==> config.mk <==
export PLATFORM = sky130hd
export DESIGN_NAME = cfcr_top
export DESIGN_NICKNAME = d
export VERILOG_FILES = /design/src/cfcr_top.v /design/src/cfcr_err_cnt.v /design/src/cfcr_id_filter.v
export VERILOG_INCLUDE_DIRS = /design/src
export SDC_FILE = /design/constraint.sdc
export NUM_CORES = 1
export LEC_CHECK = 0
export BUFFER_PORTS_ARGS = -buffer_cell sky130_fd_sc_hd__buf_4
export CAP_MARGIN = 5
export CORE_MARGIN = 2
export CORE_UTILIZATION = 35
export DETAILED_ROUTE_END_ITERATION = 16
export PLACE_DENSITY_LB_ADDON = 0.25
export SYNTH_ARGS = -nofsm -noshare
export SYNTH_HDL_FRONTEND = slang
export SYNTH_SLANG_ARGS = --single-unit
==> constraint.sdc <==
create_clock -name i_ref_clk -period 4.95 [get_ports i_ref_clk]
set_clock_uncertainty 0.05 [all_clocks]
set_input_delay 0.495 -clock i_ref_clk [delete_from_list [all_inputs] [get_ports i_ref_clk]]
set_output_delay 0.495 -clock i_ref_clk [all_outputs]
set_load 0.01 [all_outputs]
==> src/cfcr_defs.vh <==
// Contract
// - tx error flag seen bumps transmit counter; receive error bumps receive counter.
// - each good transmitted or received frame lowers the matching counter.
// - transmit and receive stay allowed in error-active and error-passive.
// - error-active node requests an active error flag on every detected error.
// - either counter above 127 moves error-active to error-passive.
// - error-passive node never requests an active error flag.
// - transmit counter above 255 enters bus-off.
// - bus-off blocks traffic until 128 runs of 11 recessive bits or reset.
// - after recovery the node returns to error-active by itself.
// - error, error-passive and bus-off interrupts each enable separately.
// - enabled single-error interrupt fires on every detected error; the code raises none for errors seen in bus-off.
// - receive fifo uses mailboxes 28 to 31; config refused in normal mode.
// - two compare entries, two masks, frame type select, 11 or 29 bit ids.
// - mask bit zero ignores id bit, one requires it to match.
`ifndef CFCR_DEFS_VH
`define CFCR_DEFS_VH
// ==========================================================
// register byte offsets
`define CFCR_CTRL_OFS 8'h00
`define CFCR_STATE_OFS 8'h04
`define CFCR_ERRCNT_OFS 8'h08
`define CFCR_INT_STAT_OFS 8'h0C
`define CFCR_INT_MASK_OFS 8'h10
`define CFCR_CMP_A_OFS 8'h14
`define CFCR_CMP_B_OFS 8'h18
`define CFCR_MASK_A_OFS 8'h1C
`define CFCR_MASK_B_OFS 8'h20
// ==========================================================
// fields
`define CFCR_CTRL_FIFO_MODE 0
`define CFCR_CTRL_FIFO_EN 1
`define CFCR_CMP_RTR 29
`define CFCR_CMP_IDE 31
`define CFCR_INT_ERR 0
`define CFCR_INT_PASSIVE 1
`define CFCR_INT_BUSOFF 2
`define CFCR_INT_RECOVER 3
`define CFCR_ERRCNT_REC_LSB 16
// ==========================================================
// fault confinement states and limits
`define CFCR_ST_ACTIVE 2'h0
`define CFCR_ST_PASSIVE 2'h1
`define CFCR_ST_BUSOFF 2'h2
`define CFCR_PASSIVE_LIMIT 9'h07F
`define CFCR_BUSOFF_LIMIT 9'h0FF
`define CFCR_RECESSIVE_RUN 4'hB
`define CFCR_RECOVER_RUNS 8'h80
`define CFCR_FIFO_FIRST_MBX 5'h1C
`define CFCR_FIFO_LAST_MBX 5'h1F
// ==========================================================
// reset values and bus answers
`define CFCR_RESET_ZERO 32'h00000000
`define CFCR_RESP_OKAY 2'h0
`define CFCR_RESP_SLVERR 2'h2
`endif

==> src/cfcr_top.v <==
`timescale 1ns/10ps
`include "cfcr_defs.vh"
module cfcr_top (
  input wire i_ref_clk,
  input wire i_reset,
  // protocol engine events, same clock
  input wire i_tx_err,
  input wire i_rx_err,
  input wire i_tx_ok,
  input wire i_rx_ok,
  input wire i_bit_tick,
  input wire i_bus_rx,
  // received frame for fifo filtering
  input wire i_frame_valid,
  input wire [28:0] i_frame_id,
  input wire i_frame_ide,
  input wire i_frame_rtr,
  // to protocol engine
  output wire o_active_flag,
  output wire o_tx_allow,
  output wire o_rx_allow,
  output wire [1:0] o_state,
  output wire o_fifo_accept,
  output wire o_irq,
  // axi4-lite slave
  input wire [7:0] i_awaddr,
  input wire i_awvalid,
  output wire o_awready,
  input wire [31:0] i_wdata,
  input wire [3:0] i_wstrb,
  input wire i_wvalid,
  output wire o_wready,
  output wire [1:0] o_bresp,
  output wire o_bvalid,
  input wire i_bready,
  input wire [7:0] i_araddr,
  input wire i_arvalid,
  output wire o_arready,
  output wire [31:0] o_rdata,
  output wire [1:0] o_rresp,
  output wire o_rvalid,
  input wire i_rready
);

  // ==========================================================
  // declarations
  reg bus_s1_reg, bus_s2_reg, active_flag_reg, tx_allow_reg, rx_allow_reg;
  reg accept_reg, irq_reg, awready_reg, wready_reg, aw_full_reg, w_full_reg;
  reg bvalid_reg, arready_reg, rvalid_reg, rd_ok;
  reg [1:0] state_reg, state_next, ctrl_reg, bresp_reg, rresp_reg;
  reg [3:0] run_reg, int_stat_reg, int_stat_next, int_mask_reg, w_strb_reg;
  reg [7:0] seq_reg, aw_addr_reg;
  reg [28:0] mask_a_reg, mask_b_reg;
  reg [31:0] cmp_a_reg, cmp_b_reg, w_data_reg, rdata_reg, rd_mux;
  wire [8:0] tec, rec;
  wire busoff, err_any, recovered, clr_cnt, match_a, match_b, do_write;
  wire wr_cfg, wr_ok;
  wire [3:0] w1c, events;
  wire [31:0] wmask;
  // ==========================================================
  // outputs
  assign o_active_flag = active_flag_reg;
  assign o_tx_allow = tx_allow_reg;
  assign o_rx_allow = rx_allow_reg;
  assign o_state = state_reg;
  assign o_fifo_accept = accept_reg;
  assign o_irq = irq_reg;
  assign o_awready = awready_reg;
  assign o_wready = wready_reg;
  assign o_bvalid = bvalid_reg;
  assign o_bresp = bresp_reg;
  assign o_arready = arready_reg;
  assign o_rvalid = rvalid_reg;
  assign o_rdata = rdata_reg;
  assign o_rresp = rresp_reg;

  // ==========================================================
  // bus pin synchroniser
  always @(posedge i_ref_clk) begin
    if (i_reset) begin
      bus_s1_reg <= 1'b1;
      bus_s2_reg <= 1'b1;
    end else begin
      bus_s1_reg <= i_bus_rx;
      bus_s2_reg <= bus_s1_reg;
    end
  end

  // ==========================================================
  // error counters
  assign busoff = (state_reg == `CFCR_ST_BUSOFF);
  assign err_any = ~busoff & (i_tx_err | i_rx_err);
  assign recovered = busoff & i_bit_tick & bus_s2_reg &
                     (run_reg == `CFCR_RECESSIVE_RUN - 4'h1) &
                     (seq_reg == `CFCR_RECOVER_RUNS - 8'h01);
  assign clr_cnt = recovered;

  cfcr_err_cnt u_tec (
    .i_ref_clk(i_ref_clk),
    .i_reset(i_reset),
    .i_clear(clr_cnt),
    .i_inc(~busoff & i_tx_err),
    .i_dec(~busoff & i_tx_ok),
    .o_count(tec)
  );
  cfcr_err_cnt u_rec (
    .i_ref_clk(i_ref_clk),
    .i_reset(i_reset),
    .i_clear(clr_cnt),
    .i_inc(~busoff & i_rx_err),
    .i_dec(~busoff & i_rx_ok),
    .o_count(rec)
  );

  // ==========================================================
  // fault confinement state machine
  always @* begin
    state_next = state_reg;
    case (state_reg)
      `CFCR_ST_ACTIVE: begin
        if (tec > `CFCR_BUSOFF_LIMIT) begin
          state_next = `CFCR_ST_BUSOFF;
        end else if ((tec > `CFCR_PASSIVE_LIMIT) |
                     (rec > `CFCR_PASSIVE_LIMIT)) begin
          state_next = `CFCR_ST_PASSIVE;
        end
      end
      `CFCR_ST_PASSIVE: begin
        if (tec > `CFCR_BUSOFF_LIMIT) begin
          state_next = `CFCR_ST_BUSOFF;
        end else if ((tec <= `CFCR_PASSIVE_LIMIT) &
                     (rec <= `CFCR_PASSIVE_LIMIT)) begin
          state_next = `CFCR_ST_ACTIVE;
        end
      end
      `CFCR_ST_BUSOFF: begin
        if (recovered) begin
          state_next = `CFCR_ST_ACTIVE;
        end
      end
      default: state_next = `CFCR_ST_ACTIVE;
    endcase
  end

  always @(posedge i_ref_clk) begin
    if (i_reset) begin
      state_reg <= `CFCR_ST_ACTIVE;
      active_flag_reg <= 1'b0;
      tx_allow_reg <= 1'b0;
      rx_allow_reg <= 1'b0;
    end else begin
      state_reg <= state_next;
      // error flag only while error-active
      active_flag_reg <= err_any &
                         (state_reg == `CFCR_ST_ACTIVE);
      tx_allow_reg <= (state_next != `CFCR_ST_BUSOFF);
      rx_allow_reg <= (state_next != `CFCR_ST_BUSOFF);
    end
  end

  // ==========================================================
  // bus-off recovery: runs of recessive bits
  always @(posedge i_ref_clk) begin
    if (i_reset | ~busoff) begin
      run_reg <= 4'h0;
      seq_reg <= 8'h00;
    end else if (i_bit_tick) begin
      if (~bus_s2_reg) begin
        run_reg <= 4'h0;
      end else if (run_reg == `CFCR_RECESSIVE_RUN - 4'h1) begin
        run_reg <= 4'h0;
        seq_reg <= seq_reg + 8'h01;
      end else begin
        run_reg <= run_reg + 4'h1;
      end
    end
  end

  // ==========================================================
  // receive fifo filter
  cfcr_id_filter u_filt_a (
    .i_compare(cmp_a_reg),
    .i_mask(mask_a_reg),
    .i_id(i_frame_id),
    .i_ide(i_frame_ide),
    .i_rtr(i_frame_rtr),
    .o_match(match_a)
  );
  cfcr_id_filter u_filt_b (
    .i_compare(cmp_b_reg),
    .i_mask(mask_b_reg),
    .i_id(i_frame_id),
    .i_ide(i_frame_ide),
    .i_rtr(i_frame_rtr),
    .o_match(match_b)
  );

  always @(posedge i_ref_clk) begin
    if (i_reset) begin
      accept_reg <= 1'b0;
    end else begin
      accept_reg <= i_frame_valid & ~busoff &
                    ctrl_reg[`CFCR_CTRL_FIFO_MODE] &
                    ctrl_reg[`CFCR_CTRL_FIFO_EN] &
                    (match_a | match_b);
    end
  end

  // ==========================================================
  // interrupts
  assign events[`CFCR_INT_ERR] = err_any;
  assign events[`CFCR_INT_PASSIVE] = (state_reg != `CFCR_ST_PASSIVE) &
                                     (state_next == `CFCR_ST_PASSIVE);
  assign events[`CFCR_INT_BUSOFF] = ~busoff &
                                    (state_next == `CFCR_ST_BUSOFF);
  assign events[`CFCR_INT_RECOVER] = recovered;
  assign w1c = (do_write & (aw_addr_reg == `CFCR_INT_STAT_OFS)) ?
               (w_data_reg[3:0] & wmask[3:0]) : 4'h0;

  always @* begin
    int_stat_next = (int_stat_reg & ~w1c) | events; // set wins
  end

  always @(posedge i_ref_clk) begin
    if (i_reset) begin
      int_stat_reg <= 4'h0;
      irq_reg <= 1'b0;
    end else begin
      int_stat_reg <= int_stat_next;
      irq_reg <= |(int_stat_next & int_mask_reg);
    end
  end

  // ==========================================================
  // axi write channel
  genvar b;
  generate
    for (b = 0; b < 4; b = b + 1) begin : g_lane
      assign wmask[8*b+7:8*b] = {8{w_strb_reg[b]}};
    end
  endgenerate
  assign do_write = aw_full_reg & w_full_reg & ~bvalid_reg;
  assign wr_cfg = (aw_addr_reg == `CFCR_CMP_A_OFS) |
                  (aw_addr_reg == `CFCR_CMP_B_OFS) |
                  (aw_addr_reg == `CFCR_MASK_A_OFS) |
                  (aw_addr_reg == `CFCR_MASK_B_OFS);
  assign wr_ok = (aw_addr_reg == `CFCR_CTRL_OFS) |
                 (aw_addr_reg == `CFCR_INT_STAT_OFS) |
                 (aw_addr_reg == `CFCR_INT_MASK_OFS) |
                 (wr_cfg & ctrl_reg[`CFCR_CTRL_FIFO_MODE]);

  always @(posedge i_ref_clk) begin
    if (i_reset) begin
      awready_reg <= 1'b0;
      wready_reg <= 1'b0;
      aw_full_reg <= 1'b0;
      w_full_reg <= 1'b0;
      aw_addr_reg <= 8'h00;
      w_data_reg <= `CFCR_RESET_ZERO;
      w_strb_reg <= 4'h0;
      bvalid_reg <= 1'b0;
      bresp_reg <= `CFCR_RESP_OKAY;
    end else begin
      if (awready_reg & i_awvalid) begin
        awready_reg <= 1'b0;
        aw_full_reg <= 1'b1;
        aw_addr_reg <= {i_awaddr[7:2], 2'h0};
      end else if (~aw_full_reg) begin
        awready_reg <= 1'b1;
      end
      if (wready_reg & i_wvalid) begin
        wready_reg <= 1'b0;
        w_full_reg <= 1'b1;
        w_data_reg <= i_wdata;
        w_strb_reg <= i_wstrb;
      end else if (~w_full_reg) begin
        wready_reg <= 1'b1;
      end
      if (do_write) begin
        aw_full_reg <= 1'b0;
        w_full_reg <= 1'b0;
        bvalid_reg <= 1'b1;
        bresp_reg <= wr_ok ? `CFCR_RESP_OKAY : `CFCR_RESP_SLVERR;
      end else if (bvalid_reg & i_bready) begin
        bvalid_reg <= 1'b0;
      end
    end
  end

  // ==========================================================
  // control and filter registers
  always @(posedge i_ref_clk) begin
    if (i_reset) begin
      ctrl_reg <= 2'h0;
      int_mask_reg <= 4'h0;
      cmp_a_reg <= `CFCR_RESET_ZERO;
      cmp_b_reg <= `CFCR_RESET_ZERO;
      mask_a_reg <= 29'h00000000;
      mask_b_reg <= 29'h00000000;
    end else if (do_write & wr_ok) begin
      case (aw_addr_reg)
        `CFCR_CTRL_OFS: begin
          ctrl_reg <= (ctrl_reg & ~wmask[1:0]) |
                      (w_data_reg[1:0] & wmask[1:0]);
        end
        `CFCR_INT_MASK_OFS: begin
          int_mask_reg <= (int_mask_reg & ~wmask[3:0]) |
                          (w_data_reg[3:0] & wmask[3:0]);
        end
        `CFCR_CMP_A_OFS: begin
          cmp_a_reg <= (cmp_a_reg & ~wmask) | (w_data_reg & wmask);
        end
        `CFCR_CMP_B_OFS: begin
          cmp_b_reg <= (cmp_b_reg & ~wmask) | (w_data_reg & wmask);
        end
        `CFCR_MASK_A_OFS: begin
          mask_a_reg <= (mask_a_reg & ~wmask[28:0]) |
                        (w_data_reg[28:0] & wmask[28:0]);
        end
        `CFCR_MASK_B_OFS: begin
          mask_b_reg <= (mask_b_reg & ~wmask[28:0]) |
                        (w_data_reg[28:0] & wmask[28:0]);
        end
        default: ctrl_reg <= ctrl_reg;
      endcase
    end
  end

  // ==========================================================
  // axi read channel
  always @* begin
    rd_mux = `CFCR_RESET_ZERO;
    rd_ok = 1'b1;
    case ({i_araddr[7:2], 2'h0})
      `CFCR_CTRL_OFS: rd_mux = {30'h00000000, ctrl_reg};
      `CFCR_STATE_OFS: rd_mux = {30'h00000000, state_reg};
      `CFCR_ERRCNT_OFS: rd_mux = {7'h00, rec, 7'h00, tec};
      `CFCR_INT_STAT_OFS: rd_mux = {28'h0000000, int_stat_reg};
      `CFCR_INT_MASK_OFS: rd_mux = {28'h0000000, int_mask_reg};
      `CFCR_CMP_A_OFS: rd_mux = cmp_a_reg;
      `CFCR_CMP_B_OFS: rd_mux = cmp_b_reg;
      `CFCR_MASK_A_OFS: rd_mux = {3'h0, mask_a_reg};
      `CFCR_MASK_B_OFS: rd_mux = {3'h0, mask_b_reg};
      default: rd_ok = 1'b0;
    endcase
  end

  always @(posedge i_ref_clk) begin
    if (i_reset) begin
      arready_reg <= 1'b0;
      rvalid_reg <= 1'b0;
      rdata_reg <= `CFCR_RESET_ZERO;
      rresp_reg <= `CFCR_RESP_OKAY;
    end else begin
      if (arready_reg & i_arvalid) begin
        arready_reg <= 1'b0;
        rvalid_reg <= 1'b1;
        rdata_reg <= rd_mux;
        rresp_reg <= rd_ok ? `CFCR_RESP_OKAY : `CFCR_RESP_SLVERR;
      end else if (rvalid_reg & i_rready) begin
        rvalid_reg <= 1'b0;
      end else if (~rvalid_reg) begin
        arready_reg <= 1'b1;
      end
    end
  end

endmodule // cfcr_top

==> src/cfcr_err_cnt.v <==
`timescale 1ns/10ps
`include "cfcr_defs.vh"
module cfcr_err_cnt (
  input wire i_ref_clk,
  input wire i_reset,
  input wire i_clear,
  input wire i_inc,
  input wire i_dec,
  output reg [8:0] o_count
);
  // ==========================================================
  // saturating up, floor at zero
  always @(posedge i_ref_clk) begin
    if (i_reset | i_clear) begin
      o_count <= 9'h000;
    end else if (i_inc) begin
      if (o_count != 9'h1FF) begin
        o_count <= o_count + 9'h001;
      end
    end else if (i_dec & (o_count != 9'h000)) begin
      o_count <= o_count - 9'h001;
    end
  end
endmodule // cfcr_err_cnt

==> src/cfcr_id_filter.v <==
`timescale 1ns/10ps
`include "cfcr_defs.vh"
module cfcr_id_filter (
  input wire [31:0] i_compare,
  input wire [28:0] i_mask,
  input wire [28:0] i_id,
  input wire i_ide,
  input wire i_rtr,
  output wire o_match
);
  // ==========================================================
  // id compare under mask, frame type and format
  wire [28:0] diff;
  wire [28:0] used;
  assign used = i_ide ? 29'h1FFFFFFF : 29'h000007FF;
  assign diff = (i_id ^ i_compare[28:0]) & i_mask & used;
  assign o_match = (diff == 29'h00000000) &
                   (i_rtr == i_compare[`CFCR_CMP_RTR]) &
                   (i_ide == i_compare[`CFCR_CMP_IDE]);
endmodule // cfcr_id_filter

==> results.ini, run 1 <==
[clock_tree]
clockBufferDepth = 3
cts_htree_levels = 1
post_cts_buffers = 0
ctsHoldBuffers = 0
root_buffer = clkbuf_16
ctsResizeCount = 0
clk_pin_slew_ns = 0.06
insertion_delay_ns = 0.54
cts_num_sinks = 253
cts_tree = built
numCtsBuffers = 28

[synth]
synth_xor_area_frac = 0.0597
synth_edf_count = 0
yosys.area_share.simple = 0.159
syn-instance-count = 1290
syn-cell-area_sq_um = 11900
synth_top_family_by_area = compound AO/OA/AOI/OAI gates
synth.area.mux_share = 0.131
syn_area_per_cell_sq_um = 9.21
yosysSeqAreaShare = 0.426
synth_cell_types = 69
synth_ff_type = dfxtp_1
ys_async_sr_fraction = 0
synth-warning-count = 0
synth_compound_area_frac = 0.168
synthAdderAreaFrac = 0.0213
synth-seq-cells = 253

[timing]
max_slew.worst_pin.slew_ns = 1.14
finalSetupViolations = 0
rsz0062_at_grt = false
fin_setup_tns_ns = 0
relSlewSlack = 0.239
fmax_ghz = 0.321
maxSlewViolCount = 0
fin_crit_sh = 0.630
period_minus_slack_ns = 3.12
hold_viol = 0

[final_layout]
mostFrequentLayoutCell = dfxtp_1
layout_common_cells = 253 x dfxtp_1, 171 x nor2_1, 145 x buf_4
regArea_sq_um = 5060
fin_cells = 1856
area_growth_pct = 20.1
fillers = 3332
final_nets = 1505
diodes = 0
multiInputGateArea_sq_um = 6450
layout-drive-gt1-share = 0.170

[placement]
place_inst = 1807
dp_hpwl_um = 24600
place.port_buffers = 138
gp_congestion = 0.831

[power]
ir_drop_mv = 0.206
powerDensity_nw_per_um2 = 398
leakage_nw = 6.55

[floorplanning]
core-area_sq_um = 33400
rows = 67
die_w_um = 188
io_pins = 145
die-height_um = 188
die-area_sq_um = 35400
initial_utilization = 0.355

[status]
outcome = finished clean

[detailed_routing]
wire_per_inst_um = 19.3
wirelength_um = 35900
wl_met2_um = 16400
vias_per_cell = 5.31
m1WireLength_um = 17300
ant_nets = 0
dr.max_layer_used = met4
drt_iter0_drc = 717
via_count = 9864
dr.pass1.iters = 5
drc = 0
met3_length_um = 1690

[grt]
grt_pass1_vias = 9539
grt_max_degree = 107
grt_pass1_wl_um = 56000
gr-total-overflow = 0
grt_use_total = 0.199
grt_antenna_before_repair = 0

[worst_hold_path]
hold_depth = 2
hold_class = in -> reg

[critical_path]
cp.arrival_ns = 3.53
required_ns = 5.36
reg2regPathDepth = 8
path_class = reg -> reg
critPathLaunchType = flop
crit_path_max_fanout = 10
cp-end-kind = flop

[flow_run]
cap_viol_max_count = 0

kinds of logic after synthesis:
| logic type | count (synthesis) |
|---|---|
| xor gates and xnor gates | 81 |
| muxes | 154 |
| adders and majority gates | 19 |
| AOI/OAI and AO/OA | 258 |
| other | 1 |
| DFF | 253 |
| buffers and inverters | 98 |
| and+or+nand+nor | 426 |
metal layers:
layer  vias to the layer above  track usage
met5                         -            0
met4                         0       0.0388
met3                        39       0.0264
met2                       218        0.329
met1                      4805        0.279
li1                       4802            -
cells in the mapped netlist, types with 3 or more instances:
master,instances,area [sq um]
a22oi_1,30,225
or3_1,4,25.0
nor4_1,6,37.5
o2111ai_2,12,180
mux2_2,14,158
xnor2_1,12,105
and3_1,14,87.6
nand4_1,14,87.6
a32o_1,3,30.0
nor3_1,16,80.1
a21o_1,13,97.6
buf_1,3,11.3
o2111ai_4,5,131
xor2_1,69,604
a32oi_1,4,35.0
a21boi_0,3,22.5
a222oi_1,14,140
o21ai_1,19,95.1
dfxtp_1,253,5060
a211oi_1,4,30.0
nand2_1,141,529
nor2_1,171,642
mux2i_1,139,1390
buf_4,5,37.5
buf_2,18,90.1
o2111ai_1,10,87.6
and2_1,6,37.5
nand2b_1,8,50.1
inv_1,20,75.1
o21bai_1,4,30.0
clkbuf_1,52,195
ha_1,17,213
nand3_1,25,125
o21ai_0,8,40.0
o31ai_1,3,22.5
a221oi_1,15,131
a22o_1,21,184
a21oi_1,74,370
path summary, 6_finish.rpt:
kind	start	end	slack (ns)
max reg2reg	o_state[0]	u_rec.o_count[8]	1.83
min	i_bus_rx	bus_s1_reg	0.09
min reg2reg	bus_s1_reg	bus_s2_reg	0.38
max	o_state[0]	u_rec.o_count[8]	1.83
worst max-delay path: stages, from the launching register on:
cell and delay [ns]:
dfxtp_1 0.45, nand2b_1 0.45, nand2_1 0.38, fa_1 0.51
a21oi_1 0.25, o2111ai_1 0.26, a22o_1 0.26, a211o_1 0.29
a21oi_1 0.13
final cells by class:
class,instances,area share
Tap cell,448,0.0393
Timing Repair Buffer,146,0.0771
Multi-Input combinational cell,940,0.452
Clock buffer,37,0.0565
Clock inverter,12,0.0150
Inverter,20,0.00526
Sequential cell,253,0.355
where the power goes:
part           internal, W  total, W  switching [W]  leakage, nW
Combinational     0.000461   0.00104       0.000579         3.99
Clock              0.00145   0.00231       0.000862        0.506
Sequential         0.00214   0.00233       0.000188         2.05
stage by stage:
stage	hold slack [ns]	power [W]	util	setup WS [ns]	area, sq um
2_1_floorplan	0.339	0.00307	-	2.47	11900
3_3_place_gp	0.348	0.00340	0.396	1.96	13200
3_5_place_dp	0.362	0.00342	0.396	1.86	13200
4_1_cts	0.0736	0.00572	0.427	1.84	14300
5_1_grt	0.0907	0.00595	0.427	1.67	14300
6_report	0.0891	0.00568	0.427	1.83	14300
(Power assumes the default switching activity.)
==> inputs of run 2 (changes only) <==
==> constraint.sdc (replaced) <==
create_clock -name i_ref_clk -period 2.7 [get_ports i_ref_clk]
set_clock_uncertainty 0.05 [all_clocks]
set_input_delay 0.27 -clock i_ref_clk [delete_from_list [all_inputs] [get_ports i_ref_clk]]
set_output_delay 0.27 -clock i_ref_clk [all_outputs]
set_load 0.01 [all_outputs]
==> results.ini, run 2 (same netlist as run 1, synthesis figures left out) <==
[status]
outcome = finished clean

[critical_path]
cp.arrival_ns = 2.79  ; -0.74 ns
critPathLaunchType = flop
crit_path_max_fanout = 6  ; -4
cpMaxStageDelayCell = ha_1
path_class = reg -> reg
cpLargestDelayFamily = simple AND/OR/NAND/NOR gates
cp-end-kind = flop
path_cells = nand2b_2, nand2_1, buf_4, ha_1, nand3_1, o2111ai_1, nand4_1, a21boi_1, mux2_1
slowest_delay_ns = 0.38  ; -0.13 ns
cp.buffers_inverters = 1  ; +1
required_ns = 3.07  ; -2.29 ns

[final_layout]
layout_common_cells = 253 x dfxtp_1, 171 x nor2_1, 163 x buf_4
diodes = 0  ; unchanged
area_growth_pct = 24.7
mostFrequentLayoutCell = dfxtp_1
fin_cells = 1922  ; +3.6%
design_area_sq_um = 14800  ; +3.9%
final_nets = 1571  ; +4.4%
layout-drive-gt1-share = 0.176  ; +0.00665

[floorplanning]
io_pins = 145  ; unchanged
core-area_sq_um = 33400  ; unchanged
die-height_um = 188  ; unchanged
die_w_um = 188  ; unchanged
rows = 67  ; unchanged
initial_utilization = 0.355  ; unchanged
die-area_sq_um = 35400  ; unchanged

[placement]
dpl_cell_area_sq_um = 13500  ; +1.6%
place.port_buffers = 138  ; unchanged
dp_hpwl_um = 25500  ; +3.8%
gp_congestion = 0.843  ; +1.4%
place_inst = 1829  ; +1.2%

[clock_tree]
cts_htree_levels = 1  ; unchanged
clockBufferDepth = 3  ; unchanged
root_buffer = clkbuf_16
clk_pin_slew_ns = 0.06  ; about the same
insertion_delay_ns = 0.54  ; about the same
cts_tree = built
post_cts_buffers = 0  ; unchanged
numCtsBuffers = 28  ; unchanged
cts_num_sinks = 253  ; unchanged

[detailed_routing]
vias_per_cell = 5.29  ; -0.49%
m1WireLength_um = 17300  ; +0.15%
dr.pass1.iters = 8  ; +3
ant_nets = 0  ; unchanged
met3_length_um = 1870  ; +11%
wl_met2_um = 16800  ; +2.3%
drt_iter0_drc = 747  ; +4.2%
drc = 0  ; unchanged
dr.max_layer_used = met4
via_count = 10200  ; +3.1%
wire_per_inst_um = 19.0  ; -1.6%
wirelength_um = 36500  ; +1.9%

[timing]
finalSetupViolations = 0  ; unchanged
fmax_ghz = 0.413  ; +29%
fin_setup_tns_ns = 0  ; unchanged
maxSlewViolCount = 0  ; unchanged
hold_viol = 0  ; unchanged
max_slew.worst_pin.slew_ns = 1.11  ; -0.0322 ns
relSlewSlack = 0.263  ; +0.0232
period_minus_slack_ns = 2.42  ; -0.697 ns
rsz0062_at_grt = false
fin_crit_sh = 0.897  ; +0.267

[grt]
grt_antenna_before_repair = 0  ; unchanged
grt_pass1_wl_um = 56400  ; +0.71%
grt_pass1_vias = 9792  ; +2.7%
gr-total-overflow = 0  ; unchanged
grt_use_total = 0.202  ; +0.00251
grt_max_degree = 159  ; +49%

[flow_run]
cap_viol_max_count = 0  ; unchanged

[power]
ir_drop_mv = 0.356  ; +73%
powerDensity_nw_per_um2 = 682  ; +71%
leakage_nw = 6.80  ; +3.9%

[worst_hold_path]
hold_class = in -> reg

## run 2: cell count changes in the layout (fill, tap and decap cells not counted), moves of 3 or more
| cell | previous run | this run |
|---|---|---|
| buf_12 | 0 | 4 |
| buf_4 | 145 | 163 |
| bufinv_16 | 6 | 1 |
| clkbuf_8 | 5 | 8 |
| dlygate4sd3_1 | 0 | 44 |
## run 2: per-layer routing
layer / GRT usage / vias up
li1: - / 4938
met1: 0.282 / 4920
met2: 0.333 / 254
met3: 0.0251 / 53
met4: 0.0427 / 0
met5: 0 / -
## run 2: worst register-to-register path, delay by kind of cell (launching register included)
family,cells,cell delay (ns)
AOI/OAI and AO/OA,2,0.41
adders and majority gates,1,0.39
buffers and inverters,1,0.19
DFF,1,0.32
muxes,1,0.33
and+or+nand+nor,4,0.62
## run 2: report_power, final
group	internal [W]	switching [W]	leakage, nW
registers	0.00393	0.000317	2.05
logic	0.000939	0.00114	4.30
clock network	0.00226	0.00152	0.457
total	0.00713	0.00297	6.80
## run 2: path summary, 6_finish.rpt
| check | startpoint | end | slack [ns] | depth (start not counted) |
|---|---|---|---|---|
| max | o_state[0] | u_tec.o_count[8] | 0.28 | 9 |
| min | i_wdata[10] | w_data_reg[10] | 0.004 | 3 |
| max reg2reg | o_state[0] | u_tec.o_count[8] | 0.28 | 9 |
| min reg2reg | bus_s1_reg | bus_s2_reg | 0.38 | 1 |
## run 2: layout make-up
class | count | area, sq um
repair buffers | 212 | 1760
clock inverters | 8 | 67.6
fillers | 3272 | 18600
flip-flops and latches | 253 | 5060
multi-input cells | 940 | 6440
clock buffers | 41 | 851
well taps | 448 | 561
inverters | 20 | 75.1
## run 2: through the flow
| step | power (W) | worst slack, ns | util | hold slack (ns) |
|---|---|---|---|---|
| after global placement | 0.00628 | 0.113 | 0.402 | 0.351 |
| after CTS | 0.0102 | 0.0419 | 0.443 | 0.00222 |
| after global routing | 0.0106 | 0.111 | 0.443 | 0.00850 |
| after detailed placement | 0.00633 | 0.0637 | 0.402 | 0.350 |
| final | 0.0101 | 0.279 | 0.443 | 0.00422 |
| after floorplan | 0.00562 | 0.218 | - | 0.324 |
## run 2: what timing repair did
item                                    CTS  global route
resized for setup                         0             2
endpoints found under the setup margin    0             2
endpoints found under the hold margin    44             0
hold buffers                             44             0
==> inputs of run 3 (changes only) <==
==> constraint.sdc (replaced) <==
create_clock -name i_ref_clk -period 2.75 [get_ports i_ref_clk]
set_clock_uncertainty 0.05 [all_clocks]
set_input_delay 0.275 -clock i_ref_clk [delete_from_list [all_inputs] [get_ports i_ref_clk]]
set_output_delay 0.275 -clock i_ref_clk [all_outputs]
set_load 0.01 [all_outputs]
==> results.ini, run 3 (same netlist as run 1, synthesis figures left out) <==
[timing]
fin_setup_tns_ns = 0  ; unchanged
rsz0062_at_grt = false
fmax_ghz = 0.387  ; -6.2%
max_slew.worst_pin.slew_ns = 1.09  ; -0.0142 ns
finalSetupViolations = 0  ; unchanged
relSlewSlack = 0.271  ; +0.00787
maxSlewViolCount = 0  ; unchanged
period_minus_slack_ns = 2.58  ; +0.161 ns
fin_ws_ns = 0.168  ; -0.111 ns
hold_viol = 0  ; unchanged
fin_crit_sh = 0.939  ; +0.0423
whs_ns = 0.0400  ; +0.0358 ns

[floorplanning]
die-height_um = 188  ; unchanged
rows = 67  ; unchanged
io_pins = 145  ; unchanged
die_w_um = 188  ; unchanged
die-area_sq_um = 35400  ; unchanged
core-area_sq_um = 33400  ; unchanged
initial_utilization = 0.355  ; unchanged

[grt]
grt_max_degree = 78  ; -51%
gr-total-overflow = 0  ; unchanged
grt_antenna_before_repair = 1  ; +1
grt_pass1_wl_um = 56900  ; +0.86%
grt_use_total = 0.203  ; +0.00104
grt_pass1_vias = 9831  ; +0.40%

[critical_path]
r2r-end = u_tec.o_count[8]
crit_path_max_fanout = 6  ; unchanged
cp.buffers_inverters = 0  ; -1
ff2ff_setup_slack_ns = 0.17  ; -0.11 ns
worst-path-stages = 8  ; -1
slowest_delay_ns = 0.44  ; +0.06 ns
reg2regPathDepth = 8  ; -1
cp-end-kind = flop
startpoint = o_state[0]
critPathLaunchType = flop
reg2reg_from = o_state[0]
path_class = reg -> reg
crit_end = u_tec.o_count[8]
cp.arrival_ns = 2.95  ; +0.16 ns
required_ns = 3.12  ; +0.05 ns
cpLargestDelayFamily = compound AO/OA/AOI/OAI gates
cpMaxStageDelayCell = fa_1
path_cells = nand2b_1, nand2_1, fa_1, a21oi_1, o2111ai_1, a22o_1, a21boi_1, mux2_1

[final_layout]
layout-drive-gt1-share = 0.172  ; -0.00430
area_growth_pct = 24.9
final_nets = 1571  ; unchanged
layout_common_cells = 253 x dfxtp_1, 171 x nor2_1, 163 x buf_4
mostFrequentLayoutCell = dfxtp_1

[clock_tree]
clockBufferDepth = 3  ; unchanged
cts_htree_levels = 1  ; unchanged
root_buffer = clkbuf_16
post_cts_buffers = 0  ; unchanged
clk_pin_slew_ns = 0.06  ; about the same
insertion_delay_ns = 0.54  ; about the same
cts_num_sinks = 253  ; unchanged
cts_tree = built
numCtsBuffers = 29  ; +3.6%

[detailed_routing]
wirelength_um = 36600  ; about the same
drt_iter0_drc = 783  ; +4.8%
dr.pass1.iters = 7  ; -1
via_count = 10200  ; +0.13%
ant_nets = 0  ; unchanged
vias_per_cell = 5.29  ; about the same
drc = 0  ; unchanged
wire_per_inst_um = 19.0  ; -0.11%

[placement]
gp_congestion = 0.846  ; +0.34%
dp_hpwl_um = 25400  ; -0.61%
place.port_buffers = 138  ; unchanged
dp_slack_ns = 0.139  ; +0.0750 ns

[worst_hold_path]
hold_class = in -> reg

[status]
outcome = finished clean

[power]
powerDensity_nw_per_um2 = 683  ; +0.17%
leakage_nw = 6.81  ; about the same
ir_drop_mv = 0.370  ; +3.9%

[flow_run]
cap_viol_max_count = 0  ; unchanged

[run 3: worst min path at each step]
stage | start | end | slack [ns] | depth (start not counted)
after detailed placement | bus_s1_reg | bus_s2_reg | 0.34 | 1
after CTS | i_bit_tick | run_reg[0] | 0.03 | 4
final | i_bit_tick | run_reg[0] | 0.04 | 4
after floorplan | i_bus_rx | bus_s1_reg | 0.33 | 1
after global routing | i_arvalid | o_rresp[1] | 0.07 | 3
after global placement | bus_s1_reg | bus_s2_reg | 0.36 | 1
[run 3: what timing repair did]
item	in CTS	in global routing
endpoints found under the hold margin	45	0
hold buffers	45	0
setup endpoints to repair	0	1
resized for setup	0	1
[run 3: through the flow]
stage / util / total power, W / area [sq um] / cells
after floorplan: - / 0.00552 / 11900 / 1291
after global placement: 0.401 / 0.00617 / 13400 / 1827
after detailed placement: 0.401 / 0.00620 / 13400 / 1827
after CTS: 0.444 / 0.0102 / 14800 / 1924
after global routing: 0.444 / 0.0106 / 14800 / 1924
final: 0.444 / 0.0101 / 14800 / 1925
[run 3: metal layers]
metal	track usage	vias up	part of all wire
met4	0.0460	0	0.017
met3	0.0224	42	0.054
li1	-	4949	-
met5	0	-	0
met2	0.332	313	0.46
met1	0.287	4874	0.47
[run 3: power by group]
part,internal [W],switching [W]
Clock,0.00245,0.00151
Combinational,0.000912,0.00111
Sequential,0.00386,0.000306
[run 3: worst reg2reg max path, stage by stage (launching register included)]
cell and delay (ns):
dfxtp_1 0.32, nand2b_1 0.28, nand2_1 0.21, fa_1 0.44, a21oi_1 0.24, o2111ai_1 0.22
a22o_1 0.22, a21boi_1 0.15, mux2_1 0.33
[run 3: area by class of cell]
type | count | area, sq um
fill | 3216 | 18600
multi-input combinational | 940 | 6440
sequential | 253 | 5060
timing repair buffer | 211 | 1730
clock buffer | 44 | 832
tap | 448 | 561
clock inverter | 8 | 146
inverter | 20 | 75.1
antenna | 1 | 2.50
